## src/rcfg_pkg.sv

```systemverilog
package rcfg_pkg;

   // ----------------------------------------------------------------
   // Register byte offsets
   // ----------------------------------------------------------------
   localparam logic [11:0] OFS_RESET_ORIGIN = 12'h05c;
   localparam logic [11:0] OFS_RUN_CLOCK    = 12'h060;

   // ----------------------------------------------------------------
   // Field positions
   // ----------------------------------------------------------------
   localparam int ORIGIN_MSB  = 5;
   localparam int ACG_BIT     = 27;
   localparam int SYSTEM_DIVISOR_FIELD_MSB  = 26;
   localparam int SYSTEM_DIVISOR_FIELD_LSB  = 23;
   localparam int USEDIV_BIT  = 22;
   localparam int PLL_POWER_DOWN_BIT_BIT   = 13;
   localparam int OEN_BIT     = 12;
   localparam int BYPASS_BIT  = 11;
   localparam int OSC_MSB     = 5;
   localparam int OSC_LSB     = 4;

   // ----------------------------------------------------------------
   // Reset values and masks
   // ----------------------------------------------------------------
   localparam logic       ACG_RST       = 1'b0;
   localparam logic [3:0] SYSTEM_DIVISOR_FIELD_RST    = 4'hf;
   localparam logic       USEDIV_RST    = 1'b0;
   localparam logic       PLL_POWER_DOWN_BIT_RST     = 1'b1;
   localparam logic       OEN_RST       = 1'b1;
   localparam logic       BYPASS_RST    = 1'b1;
   localparam logic [1:0] OSC_RST       = 2'h0;
   localparam logic [5:0] ORIGIN_PIN    = 6'h01;
   localparam logic [5:0] ORIGIN_POWER  = 6'h02;
   localparam logic [3:0] MIN_DIV_DFLT  = 4'h9;

   // ----------------------------------------------------------------
   // Oscillator source codes and timing
   // ----------------------------------------------------------------
   localparam logic [1:0] OSC_MAIN      = 2'h0;
   localparam logic [1:0] OSC_INTERNAL  = 2'h1;
   localparam logic [1:0] OSC_INT_QTR   = 2'h2;
   localparam logic [1:0] OSC_RESERVED  = 2'h3;
   localparam int         PLL_OUT_MHZ   = 200;
   localparam int         PCLK_MHZ      = 25;
   localparam logic [4:0] DIV_RATIO_OFS = 5'h01;

   // ----------------------------------------------------------------
   // Types
   // ----------------------------------------------------------------
   typedef struct packed {
      logic regulator_power_loss_flag;
      logic software_reset_flag;
      logic watchdog_reset_flag;
      logic brownout_reset_flag;
      logic poweron_reset_flag;
      logic pin_reset_flag;
   } rcfg_cause_t;

   typedef enum logic [1:0] {RCFG_RUN, RCFG_SLEEP, RCFG_DEEP} rcfg_mode_t;

   typedef enum logic {RCFG_PH_CAPTURE, RCFG_PH_RUN} rcfg_phase_t;

   typedef struct packed {
      logic       pll_power_down;
      logic       pll_out_en;
      logic       sys_from_pll;
      logic       div_used;
      logic [3:0] div_code;
      logic [1:0] osc_sel;
   } rcfg_clk_t;

endpackage

```

## src/rcfg_div_tick.sv

```systemverilog
`timescale 1ns/100ps

module rcfg_div_tick (
   // Clock and reset.
   input  wire logic       pclk,
   input  wire logic       presetn,
   // Divide control.
   input  wire logic       enable,
   input  wire logic [4:0] ratio,
   // One-cycle enable pulse.
   output logic            tick
);

   logic [4:0] count_r;
   logic       tick_r;

   // Undivided, the pulse stands every cycle; divided, once per ratio cycles.
   always_ff @(posedge pclk or negedge presetn) begin
      if (!presetn) begin
         count_r <= 5'h00;
         tick_r  <= 1'b0;
      end else if (!enable) begin
         count_r <= 5'h00;
         tick_r  <= 1'b1;
      end else if (count_r >= ratio - 5'h01) begin
         count_r <= 5'h00;
         tick_r  <= 1'b1;
      end else begin
         count_r <= count_r + 5'h01;
         tick_r  <= 1'b0;
      end
   end

   assign tick = tick_r;

endmodule // rcfg_div_tick

```

## src/rcfg_ctrl.sv

```systemverilog
`timescale 1ns/100ps


module rcfg_ctrl #(
   parameter logic [3:0] MIN_DIV_CODE = rcfg_pkg::MIN_DIV_DFLT
) (
   // Clock and reset.
   input  wire logic                 pclk,
   input  wire logic                 presetn,
   // APB slave.
   input  wire logic                 psel,
   input  wire logic                 penable,
   input  wire logic                 pwrite,
   input  wire logic [11:0]          paddr,
   input  wire logic [31:0]          pwdata,
   output logic      [31:0]          prdata,
   output logic                      pready,
   output logic                      pslverr,
   // Reset controller and power manager.
   input  rcfg_pkg::rcfg_cause_t     reset_cause,
   input  rcfg_pkg::rcfg_mode_t      power_mode,
   // Clock-tree controls.
   output rcfg_pkg::rcfg_clk_t       clk_cfg,
   output rcfg_pkg::rcfg_mode_t      gating_select,
   output logic                      osc_pll_src_ok,
   output logic                      sys_clk_en
);

   // ----------------------------------------------------------------
   // Storage
   // ----------------------------------------------------------------
   rcfg_pkg::rcfg_phase_t phase_r;
   logic [5:0]            origin_r;
   logic                  acg_r;
   logic [3:0]            system_divisor_field_r;
   logic                  usediv_r;
   logic                  pll_power_down_bit_r;
   logic                  oen_r;
   logic                  bypass_r;
   logic [1:0]            osc_r;
   logic [31:0]           prdata_r;
   rcfg_pkg::rcfg_clk_t   clk_cfg_r;
   rcfg_pkg::rcfg_mode_t  gating_r;
   logic                  osc_ok_r;
   logic [5:0]            cause_bits;
   logic [31:0]           read_word;
   logic                  hit_origin;
   logic                  hit_clock;
   logic                  access;
   logic                  wr_origin;
   logic                  wr_clock;
   logic                  pll_path;
   logic [3:0]            div_nxt;
   logic [4:0]            ratio;

   // ----------------------------------------------------------------
   // APB decode
   // ----------------------------------------------------------------

   // The slave never stalls, so every access phase completes at once.
   assign hit_origin = (paddr == rcfg_pkg::OFS_RESET_ORIGIN);
   assign hit_clock  = (paddr == rcfg_pkg::OFS_RUN_CLOCK);
   assign access     = psel && penable;
   assign wr_origin  = access && pwrite && hit_origin;
   assign wr_clock   = access && pwrite && hit_clock;
   assign pready     = 1'b1;
   assign pslverr    = access && !hit_origin && !hit_clock; // Unmapped or unaligned.
   assign prdata     = prdata_r;

   // Reserved bits read as zero; no flop exists behind them.
   always_comb begin
      read_word = 32'h0000_0000;
      if (hit_origin) begin
         read_word[rcfg_pkg::ORIGIN_MSB:0] = origin_r;
      end else if (hit_clock) begin
         read_word[rcfg_pkg::ACG_BIT]                          = acg_r;
         read_word[rcfg_pkg::SYSTEM_DIVISOR_FIELD_MSB:rcfg_pkg::SYSTEM_DIVISOR_FIELD_LSB] = system_divisor_field_r;
         read_word[rcfg_pkg::USEDIV_BIT]                       = usediv_r;
         read_word[rcfg_pkg::PLL_POWER_DOWN_BIT_BIT]                        = pll_power_down_bit_r;
         read_word[rcfg_pkg::OEN_BIT]                          = oen_r;
         read_word[rcfg_pkg::BYPASS_BIT]                       = bypass_r;
         read_word[rcfg_pkg::OSC_MSB:rcfg_pkg::OSC_LSB]        = osc_r;
      end
   end

   // Read data is caught in the setup cycle so that it leaves a flop.
   always_ff @(posedge pclk or negedge presetn) begin
      if (!presetn) begin
         prdata_r <= 32'h0000_0000;
      end else if (psel && !penable && !pwrite) begin
         prdata_r <= read_word;
      end
   end

   // ----------------------------------------------------------------
   // Reset origin flags
   // ----------------------------------------------------------------

   // The flags must outlive a reset, so they have no reset of their own;
   // a one-shot phase catches the cause at the first edge after release.
   always_ff @(posedge pclk or negedge presetn) begin
      if (!presetn) begin
         phase_r <= rcfg_pkg::RCFG_PH_CAPTURE;
      end else begin
         case (phase_r)
            rcfg_pkg::RCFG_PH_CAPTURE: phase_r <= rcfg_pkg::RCFG_PH_RUN;
            rcfg_pkg::RCFG_PH_RUN:     phase_r <= rcfg_pkg::RCFG_PH_RUN;
            default:                   phase_r <= rcfg_pkg::RCFG_PH_RUN;
         endcase
      end
   end

   assign cause_bits = reset_cause;

   // Only a pin reset wipes the history; every other cause, power-on too,
   // is added. The limit: a first start must carry the pin cause, or the
   // flags that no cause names stay unknown until software writes them.
   always_ff @(posedge pclk) begin
      if (phase_r == rcfg_pkg::RCFG_PH_CAPTURE) begin
         if (reset_cause.pin_reset_flag) begin
            origin_r <= rcfg_pkg::ORIGIN_PIN;
         end else begin
            origin_r <= origin_r | cause_bits;
         end
      end else if (wr_origin) begin
         origin_r <= pwdata[rcfg_pkg::ORIGIN_MSB:0];
      end
   end

   // ----------------------------------------------------------------
   // Run clock setup register
   // ----------------------------------------------------------------

   // Only documented fields hold flops; writes to reserved bits vanish.
   always_ff @(posedge pclk or negedge presetn) begin
      if (!presetn) begin
         acg_r    <= rcfg_pkg::ACG_RST;
         system_divisor_field_r <= rcfg_pkg::SYSTEM_DIVISOR_FIELD_RST;
         usediv_r <= rcfg_pkg::USEDIV_RST;
         pll_power_down_bit_r  <= rcfg_pkg::PLL_POWER_DOWN_BIT_RST;
         oen_r    <= rcfg_pkg::OEN_RST;
         bypass_r <= rcfg_pkg::BYPASS_RST;
      end else if (wr_clock) begin
         acg_r    <= pwdata[rcfg_pkg::ACG_BIT];
         system_divisor_field_r <= pwdata[rcfg_pkg::SYSTEM_DIVISOR_FIELD_MSB:rcfg_pkg::SYSTEM_DIVISOR_FIELD_LSB];
         usediv_r <= pwdata[rcfg_pkg::USEDIV_BIT];
         pll_power_down_bit_r  <= pwdata[rcfg_pkg::PLL_POWER_DOWN_BIT_BIT];
         oen_r    <= pwdata[rcfg_pkg::OEN_BIT];
         bypass_r <= pwdata[rcfg_pkg::BYPASS_BIT];
      end
   end

   // The reserved source code is refused so the mux never sees it.
   always_ff @(posedge pclk or negedge presetn) begin
      if (!presetn) begin
         osc_r <= rcfg_pkg::OSC_RST;
      end else if (wr_clock &&
                   pwdata[rcfg_pkg::OSC_MSB:rcfg_pkg::OSC_LSB] != rcfg_pkg::OSC_RESERVED) begin
         osc_r <= pwdata[rcfg_pkg::OSC_MSB:rcfg_pkg::OSC_LSB];
      end
   end

   // ----------------------------------------------------------------
   // Clock-tree controls
   // ----------------------------------------------------------------

   // Reserved low codes are clamped only on the PLL path; an oscillator
   // path keeps the code so software reads back what it wrote.
   assign pll_path = !bypass_r;
   assign div_nxt  = (pll_path && system_divisor_field_r < MIN_DIV_CODE) ? MIN_DIV_CODE : system_divisor_field_r;

   // Controls leave flops one cycle after the register changes.
   always_ff @(posedge pclk or negedge presetn) begin
      if (!presetn) begin
         clk_cfg_r.pll_power_down <= rcfg_pkg::PLL_POWER_DOWN_BIT_RST;
         clk_cfg_r.pll_out_en     <= !rcfg_pkg::OEN_RST;
         clk_cfg_r.sys_from_pll   <= !rcfg_pkg::BYPASS_RST;
         clk_cfg_r.div_used       <= rcfg_pkg::USEDIV_RST;
         clk_cfg_r.div_code       <= rcfg_pkg::SYSTEM_DIVISOR_FIELD_RST;
         clk_cfg_r.osc_sel        <= rcfg_pkg::OSC_RST;
      end else begin
         clk_cfg_r.pll_power_down <= pll_power_down_bit_r;
         clk_cfg_r.pll_out_en     <= !oen_r;
         clk_cfg_r.sys_from_pll   <= pll_path;
         clk_cfg_r.div_used       <= usediv_r || pll_path;
         clk_cfg_r.div_code       <= div_nxt;
         clk_cfg_r.osc_sel        <= osc_r;
      end
   end

   // The PLL wants the quartered internal oscillator; flag when it has it.
   always_ff @(posedge pclk or negedge presetn) begin
      if (!presetn) begin
         osc_ok_r <= 1'b0;
      end else begin
         osc_ok_r <= (osc_r == rcfg_pkg::OSC_INT_QTR);
      end
   end

   // Gating set choice follows the power mode, steered by auto gating.
   always_ff @(posedge pclk or negedge presetn) begin
      if (!presetn) begin
         gating_r <= rcfg_pkg::RCFG_RUN;
      end else begin
         case (power_mode)
            rcfg_pkg::RCFG_RUN:   gating_r <= rcfg_pkg::RCFG_RUN;
            rcfg_pkg::RCFG_SLEEP: gating_r <= acg_r ? rcfg_pkg::RCFG_SLEEP
                                                    : rcfg_pkg::RCFG_RUN;
            rcfg_pkg::RCFG_DEEP:  gating_r <= acg_r ? rcfg_pkg::RCFG_DEEP
                                                    : rcfg_pkg::RCFG_RUN;
            default:              gating_r <= rcfg_pkg::RCFG_RUN;
         endcase
      end
   end

   assign clk_cfg        = clk_cfg_r;
   assign gating_select  = gating_r;
   assign osc_pll_src_ok = osc_ok_r;

   // ----------------------------------------------------------------
   // System clock enable
   // ----------------------------------------------------------------

   // Code n divides by n plus one; the pulse models the divided clock in
   // pclk cycles, since the real PLL clock never enters this block.
   assign ratio = {1'b0, clk_cfg_r.div_code} + rcfg_pkg::DIV_RATIO_OFS;

   rcfg_div_tick i_rcfg_div_tick (
      .pclk    (pclk),
      .presetn (presetn),
      .enable  (clk_cfg_r.div_used),
      .ratio   (ratio),
      .tick    (sys_clk_en)
   );

   // ----------------------------------------------------------------
   // Checks
   // ----------------------------------------------------------------

   a_pin_clears_others: assert property (
      @(posedge pclk) disable iff (!presetn)
      (phase_r == rcfg_pkg::RCFG_PH_CAPTURE) && reset_cause.pin_reset_flag
      |=> origin_r == rcfg_pkg::ORIGIN_PIN
   ) else $error("pin reset did not leave only the pin flag");

   a_causes_accumulate: assert property (
      @(posedge pclk) disable iff (!presetn)
      (phase_r == rcfg_pkg::RCFG_PH_CAPTURE) && !reset_cause.pin_reset_flag
      |=> origin_r == ($past(origin_r) | $past(cause_bits))
   ) else $error("reset cause flags did not accumulate");

   a_origin_write_stores: assert property (
      @(posedge pclk) disable iff (!presetn)
      wr_origin && (phase_r == rcfg_pkg::RCFG_PH_RUN)
      |=> origin_r == $past(pwdata[rcfg_pkg::ORIGIN_MSB:0])
   ) else $error("origin write not stored");

   a_sleep_gating_set: assert property (
      @(posedge pclk) disable iff (!presetn)
      (power_mode == rcfg_pkg::RCFG_SLEEP) && !wr_clock
      |=> gating_select == (acg_r ? rcfg_pkg::RCFG_SLEEP : rcfg_pkg::RCFG_RUN)
   ) else $error("sleep gating set wrong");

   a_run_gating_set: assert property (
      @(posedge pclk) disable iff (!presetn)
      power_mode == rcfg_pkg::RCFG_RUN |=> gating_select == rcfg_pkg::RCFG_RUN
   ) else $error("run mode left the run gating set");

   a_divisor_floor: assert property (
      @(posedge pclk) disable iff (!presetn)
      clk_cfg.sys_from_pll |-> clk_cfg.div_code >= MIN_DIV_CODE
   ) else $error("PLL divisor below minimum");

   a_divisor_forced: assert property (
      @(posedge pclk) disable iff (!presetn)
      wr_clock && !pwdata[rcfg_pkg::BYPASS_BIT] |=> ##1 clk_cfg.div_used
   ) else $error("PLL selected without divisor");

   a_powerdown_follows: assert property (
      @(posedge pclk) disable iff (!presetn)
      wr_clock |=> ##1 clk_cfg.pll_power_down == $past(pwdata[rcfg_pkg::PLL_POWER_DOWN_BIT_BIT], 2)
   ) else $error("PLL power-down does not follow its bit");

   a_output_enable_low: assert property (
      @(posedge pclk) disable iff (!presetn)
      wr_clock |=> ##1 clk_cfg.pll_out_en == !$past(pwdata[rcfg_pkg::OEN_BIT], 2)
   ) else $error("PLL output driver not active-low enabled");

   a_pll_tick_spacing: assert property (
      @(posedge pclk) disable iff (!presetn)
      sys_clk_en && clk_cfg.div_used && !wr_clock && !$past(wr_clock)
      |=> !sys_clk_en || $changed(clk_cfg.div_code) || !clk_cfg.div_used
   ) else $error("divided clock enable pulsed too often");

   a_reserved_read_zero: assert property (
      @(posedge pclk) disable iff (!presetn)
      psel && !penable && !pwrite && hit_clock
      |=> (prdata & 32'hf03f_c7cf) == 32'h0000_0000
   ) else $error("reserved clock bits read nonzero");

   a_osc_reserved_kept: assert property (
      @(posedge pclk) disable iff (!presetn)
      wr_clock && pwdata[rcfg_pkg::OSC_MSB:rcfg_pkg::OSC_LSB] == rcfg_pkg::OSC_RESERVED
      |=> osc_r == $past(osc_r)
   ) else $error("reserved oscillator code was taken");

   a_deep_gating_set: assert property (
      @(posedge pclk) disable iff (!presetn)
      (power_mode == rcfg_pkg::RCFG_DEEP) && !wr_clock
      |=> gating_select == (acg_r ? rcfg_pkg::RCFG_DEEP : rcfg_pkg::RCFG_RUN)
   ) else $error("deep-sleep gating set wrong");

   a_bypass_selects: assert property (
      @(posedge pclk) disable iff (!presetn)
      wr_clock |=> ##1 clk_cfg.sys_from_pll == !$past(pwdata[rcfg_pkg::BYPASS_BIT], 2)
   ) else $error("system clock source does not follow the skip bit");

   a_origin_readback: assert property (
      @(posedge pclk) disable iff (!presetn)
      psel && !penable && !pwrite && hit_origin
      |=> prdata == {26'h0, $past(origin_r)}
   ) else $error("origin flags read back wrong");

endmodule // rcfg_ctrl

```

## config.mk

```make
export PLATFORM = sky130hd
export DESIGN_NAME = rcfg_ctrl
export DESIGN_NICKNAME = d
export VERILOG_FILES = /design/src/rcfg_pkg.sv /design/src/rcfg_div_tick.sv /design/src/rcfg_ctrl.sv
export SDC_FILE = /design/constraint.sdc
export NUM_CORES = 1
export LEC_CHECK = 0
export BUFFER_PORTS_ARGS = -buffer_cell sky130_fd_sc_hd__buf_4
export CAP_MARGIN = 20
export CORE_MARGIN = 2
export CORE_UTILIZATION = 50
export DETAILED_ROUTE_END_ITERATION = 6
export GPL_ROUTABILITY_DRIVEN = 0
export GPL_TIMING_DRIVEN = 0
export HOLD_SLACK_MARGIN = 0.1
export PLACE_DENSITY = 0.84
export SETUP_SLACK_MARGIN = 0.05
export SYNTH_ARGS = -nofsm -noshare
export SYNTH_HDL_FRONTEND = slang
export SYNTH_SLANG_ARGS = --single-unit
export TNS_END_PERCENT = 1
```

## constraint.sdc

```tcl
create_clock -name pclk -period 6.1 [get_ports pclk]
set_input_delay 1.83 -clock pclk [delete_from_list [all_inputs] [get_ports pclk]]
set_output_delay 1.83 -clock pclk [all_outputs]
set_load 0.005 [all_outputs]
```

Word-level counts from Yosys, hierarchy flattened
Cells that the tools add are included.
{ "classes": {"add_sub_neg": 3, "n_bitwise": 1, "n_div": 0, "n_mul": 0, "n_eq_ne": 7, "order_cmp": 2, "n_reduce_logical": 17, "n_mux": 18, "shifts": 0} }
{ "op_table": {"columns": ["op", "n"], "rows": [
  ["$mux 6", 5],
  ["$eq 12x7->1 const B", 2],
  ["$logic_and 1x1->1", 10],
  ["$mux 5", 2],
  ["$mux 4", 2],
  ["$logic_not 1->1", 6],
  ["$mux 2", 3],
  ["$mux 3", 2],
  ["$or 6x6->6", 1],
  ["$add 4x1->5 const B", 1],
  ["$add 5x1->5 const B", 1],
  ["$ge 5x5->1", 1],
  ["$sub 5x1->5 const B", 1],
  ["$eq 2x2->1 const B", 2],
  ["$lt 4x4->1 const B", 1],
  ["$pmux 2 s2", 1],
  ["$mux 1", 3],
  ["$eq 2x1->1 const B", 1],
  ["$ne 2x1->1 const B", 1],
  ["$ne 2x2->1 const B", 1],
  ["$logic_or 1x1->1", 1]
]} }
{ "word_totals": {"in_bits": 57, "mem_bits_rw": 0, "rom_bits": 0, "mem_count": 0, "out_inout_bits": 48, "word_cells": 68, "ff_bits": 52, "latch_bits": 0} }

Longest topological paths before layout
{ "logic_depth": {"ltp_word": 5, "depth_mapped": 6, "ltp_nobuf": 6} }

Modules after synthesis
Synthesis repeated with hierarchy kept, for this count alone.
{ "hier_totals": {"hier_cells": 207, "hier_area_um2": 2454.9} }
{ "modules_own_cells": {"columns": ["module", "area_per_inst_um2", "seq_area_each_um2", "cells_per_inst", "n_inst"], "rows": [
  ["rcfg_ctrl", 2035.7, 1196.1, 168, 1],
  ["rcfg_div_tick", 419.2, 150.1, 39, 1]
]} }

Worst setup path after synthesis
No wires, ideal clock.
{ "synth_timing": {"path_type": "input to output", "start": "input paddr[1]", "end": "output pslverr", "cell_stages": 4, "n_path_buf": 0, "required_time_ns": 4.270, "arrival_ns": 2.632, "setup_slack_ns": 1.638, "cell_sequence": "nor4b_4 and2_1 o21ai_0 and3_1"} }
{ "synth_via": {"elab_chain_len": 4, "elab_cells_between_ends": 6, "classes_between": "2 x eq/ne; 4 x reduce/logical"} }
{ "synth_lines": {"columns": ["element", "line", "rtl"], "rows": [
  ["start: declaration", "rcfg_ctrl.sv:14", "input wire logic [11:0] paddr,"],
  ["$eq 12x7->1", "rcfg_ctrl.sv:61", "assign hit_origin = (paddr == rcfg_pkg::OFS_RESET_ORIGIN);"],
  ["$logic_not 1->1", "rcfg_ctrl.sv:67", "assign pslverr = access && !hit_origin && !hit_clock;"],
  ["$logic_and 1x1->1", "rcfg_ctrl.sv:67", null],
  ["$logic_and 1x1->1 (*)", "rcfg_ctrl.sv:67", null],
  ["end: declaration", "rcfg_ctrl.sv:18", "output logic pslverr,"]
]} }
Mark *: on every way between the ends. The rest lies on a longest branch, timed or not.

Final worst setup path
Same ends and word-level chain as after synthesis.

==> results.json <==
{
  "maxCapViolCount": 0,
  "syn_inst": 193,
  "dp_slack_ns": 1.31,
  "clock_path_buffers": 2,
  "worst_clock_skew_ns": 0.00168,
  "period_share": 0.787,
  "rows": 24,
  "start_util": 0.529,
  "area_growth_syn_to_layout_pct": 31.9,
  "ctsResizeCount": 0,
  "synth_largest_area_cell": "dfrtp_1",
  "synth.top_cells.by_count": "dfrtp_1, nand2_1, buf_4, nor2_1, dfstp_2",
  "grt_max_degree": 47,
  "path_cells": "buf_4 > nor4b_4 > and2_1 > o21ai_0 > and3_1 > buf_4",
  "drt_iter0_drc": 82,
  "coreArea_um2": 4440,
  "cts_root_buf": "clkbuf_8",
  "slew_headroom": 0.467,
  "slew_violations": 0,
  "power_density_nw_per_um2": 232,
  "routed.top_layer": "met4",
  "tns_ns": 0,
  "worstPathMaxFanout": 4,
  "synth_top_area_share": 0.362,
  "synth_enable_flop_cells": 6,
  "wl_met3_um": 259,
  "setup_slack_ns": 1.30,
  "whs_ns": 0.381,
  "yosysWarningCount": 0,
  "drtPass1Iterations": 4,
  "p_leak_nw": 1.58,
  "cp_common_cell": "buf_4",
  "end_kind": "output pin",
  "clock_latency_ns": 0.30,
  "rsz0062_at_grt": "no",
  "async_flop_share": 0.885,
  "fin_nets": 350,
  "start_kind": "input port",
  "yosysMostFrequentCell": "dfrtp_1",
  "die_height_um": 72.6,
  "seq_area_frac_synth": 0.572,
  "met2WireLength_um": 2580,
  "worstPathRequired_ns": 4.27,
  "synth_seq_cells": 52,
  "outcome": "completed",
  "antenna_found_initial": 0,
  "viasPerCell": 5.00,
  "critPathMaxStageDelay_ns": 0.34,
  "wire_per_inst_um": 14.3,
  "synth_cell_types": 36,
  "n_antenna_cell": 0,
  "critPathBufInv": 2,
  "hold_class": "reg -> reg",
  "drive_gt1_frac": 0.436,
  "die_area_um2": 5270,
  "tritoncts": "built",
  "period_needed_ns": 4.80,
  "cts_sinks": 52,
  "cts_post_setup_buffers_inserted": 0,
  "grt_pass1_vias": 1721,
  "cts_buffers": 5,
  "max_freq_ghz": 0.208,
  "htreeDepth": 2,
  "place_hpwl_um": 3790,
  "ys_top_cells_by_area": "dfrtp_1, dfstp_2, edfxtp_1",
  "slowest_stage": "nor4b_4",
  "crit_arrival_ns": 2.97,
  "port_buffers": 69,
  "crit_family": "simple AND/OR/NAND/NOR gates",
  "critPathLaunch": "paddr[1]",
  "worstMarginPinSlew_ns": 0.791,
  "syn_area_um2": 2350,
  "avgSynthCellArea_um2": 12.2,
  "grt_overflow": 0,
  "worstSetupPathType": "in -> out",
  "wl_met1_um": 1890,
  "vias": 1694,
  "finalSetupViolCount": 0,
  "postRouteAntennaNets": 0,
  "hold_violations": 0,
  "grt_usage": 0.194,
  "holdCritStartpoint": "pll_power_down_bit_r",
  "synth_top_flop_cell": "dfrtp_1",
  "drc": 0,
  "cts.clk_slew.worst_paths_ns": 0.09,
  "die_x_um": 72.6,
  "boundaryPins": 105,
  "worst_ir_drop_vdd_mv": 0.136,
  "grt_pass1_wl_um": 7800,
  "finalWirelength_um": 4850,
  "rr_startpoint": "clk_cfg[2]",
  "cts_hold_buf": 0
}
-- flip-flops by register name (all words and copies together) (netlist names), 2 cells and up --
register and count:
clk_cfg 10, gating_select 2, i_rcfg_div_tick.count_r 5, origin_r 6
osc_r 2, prdata 15, system_divisor_field_r 4
-- cell type report --
cell class                 count  area (um2)
buffer                        23         169
clock buffer                   7        97.6
clock inverter                 1        5.00
fill                         348        1340
inverter                       9        33.8
multi-input combinational    126         867
sequential                    52        1350
tap                           52        65.1
timing repair buffer          69         518
-- through the flow --
step | utilization | instance area (um2) | power [W] | cells
3_5_place_dp | 0.675 | 3000 | 0.000510 | 331
6_report | 0.698 | 3100 | 0.000719 | 339
4_1_cts | 0.698 | 3100 | 0.000725 | 339
5_1_grt | 0.698 | 3100 | 0.000758 | 339
3_3_place_gp | 0.675 | 3000 | 0.000502 | 331
2_1_floorplan | - | 2420 | 0.000458 | 210
-- report_power, final --
group	switching, W	total, W	leakage (nW)	internal [W]
clock network	0.000111	0.000217	0.0534	0.000105
logic	0.0000556	0.000115	0.889	0.0000594
registers	0.0000160	0.000388	0.634	0.000372
-- final timing paths --
check                           slack, ns  cells past startpoint                         end
worst max-delay path                 1.30                      6                     pslverr
worst min-delay path                 0.38                      0                  clk_cfg[9]
worst max register to register       4.46                      5  i_rcfg_div_tick.count_r[4]
worst min register to register       0.38                      0                  clk_cfg[9]
max in group asynchronous            4.20                      1                  clk_cfg[9]
min in group asynchronous            1.52                      1                  clk_cfg[0]
-- kinds of logic after synthesis --
logic type	after synthesis	share of synthesized area
multiplexers	9	0.0527
adder cells (fa/ha/maj)	7	0.0372
buffers and inverters	32	0.0862
XOR/XNOR	2	0.00745
flip-flops	52	0.572
AND/OR/NAND/NOR	59	0.148
AO/OA/AOI/OAI	30	0.0926
other	2	0.00319
-- routing by layer --
layer	track usage	vias to the layer above
met2	0.343	60
met3	0.0483	9
li1	-	812
met4	0.0844	0
met5	0	-
met1	0.222	813
-- layout by cell type, fill, tap and decap left out, types with 2 or more instances in the layout --
master / instances
mux2_2: 3
and3_1: 2
o31ai_1: 5
a22o_1: 9
nand2b_1: 3
o21ai_0: 9
ha_1: 7
dfstp_2: 12
nand4_1: 2
o21a_1: 2
clkbuf_8: 5
nand2_1: 21
nor4b_4: 2
inv_1: 9
conb_1: 19
dfrtp_1: 34
nand3_1: 5
clkbuf_1: 3
nor2_1: 16
buf_4: 89
and2_1: 2
edfxtp_1: 6
mux2_4: 6
No activity file was read; power rests on OpenSTA's default activity.
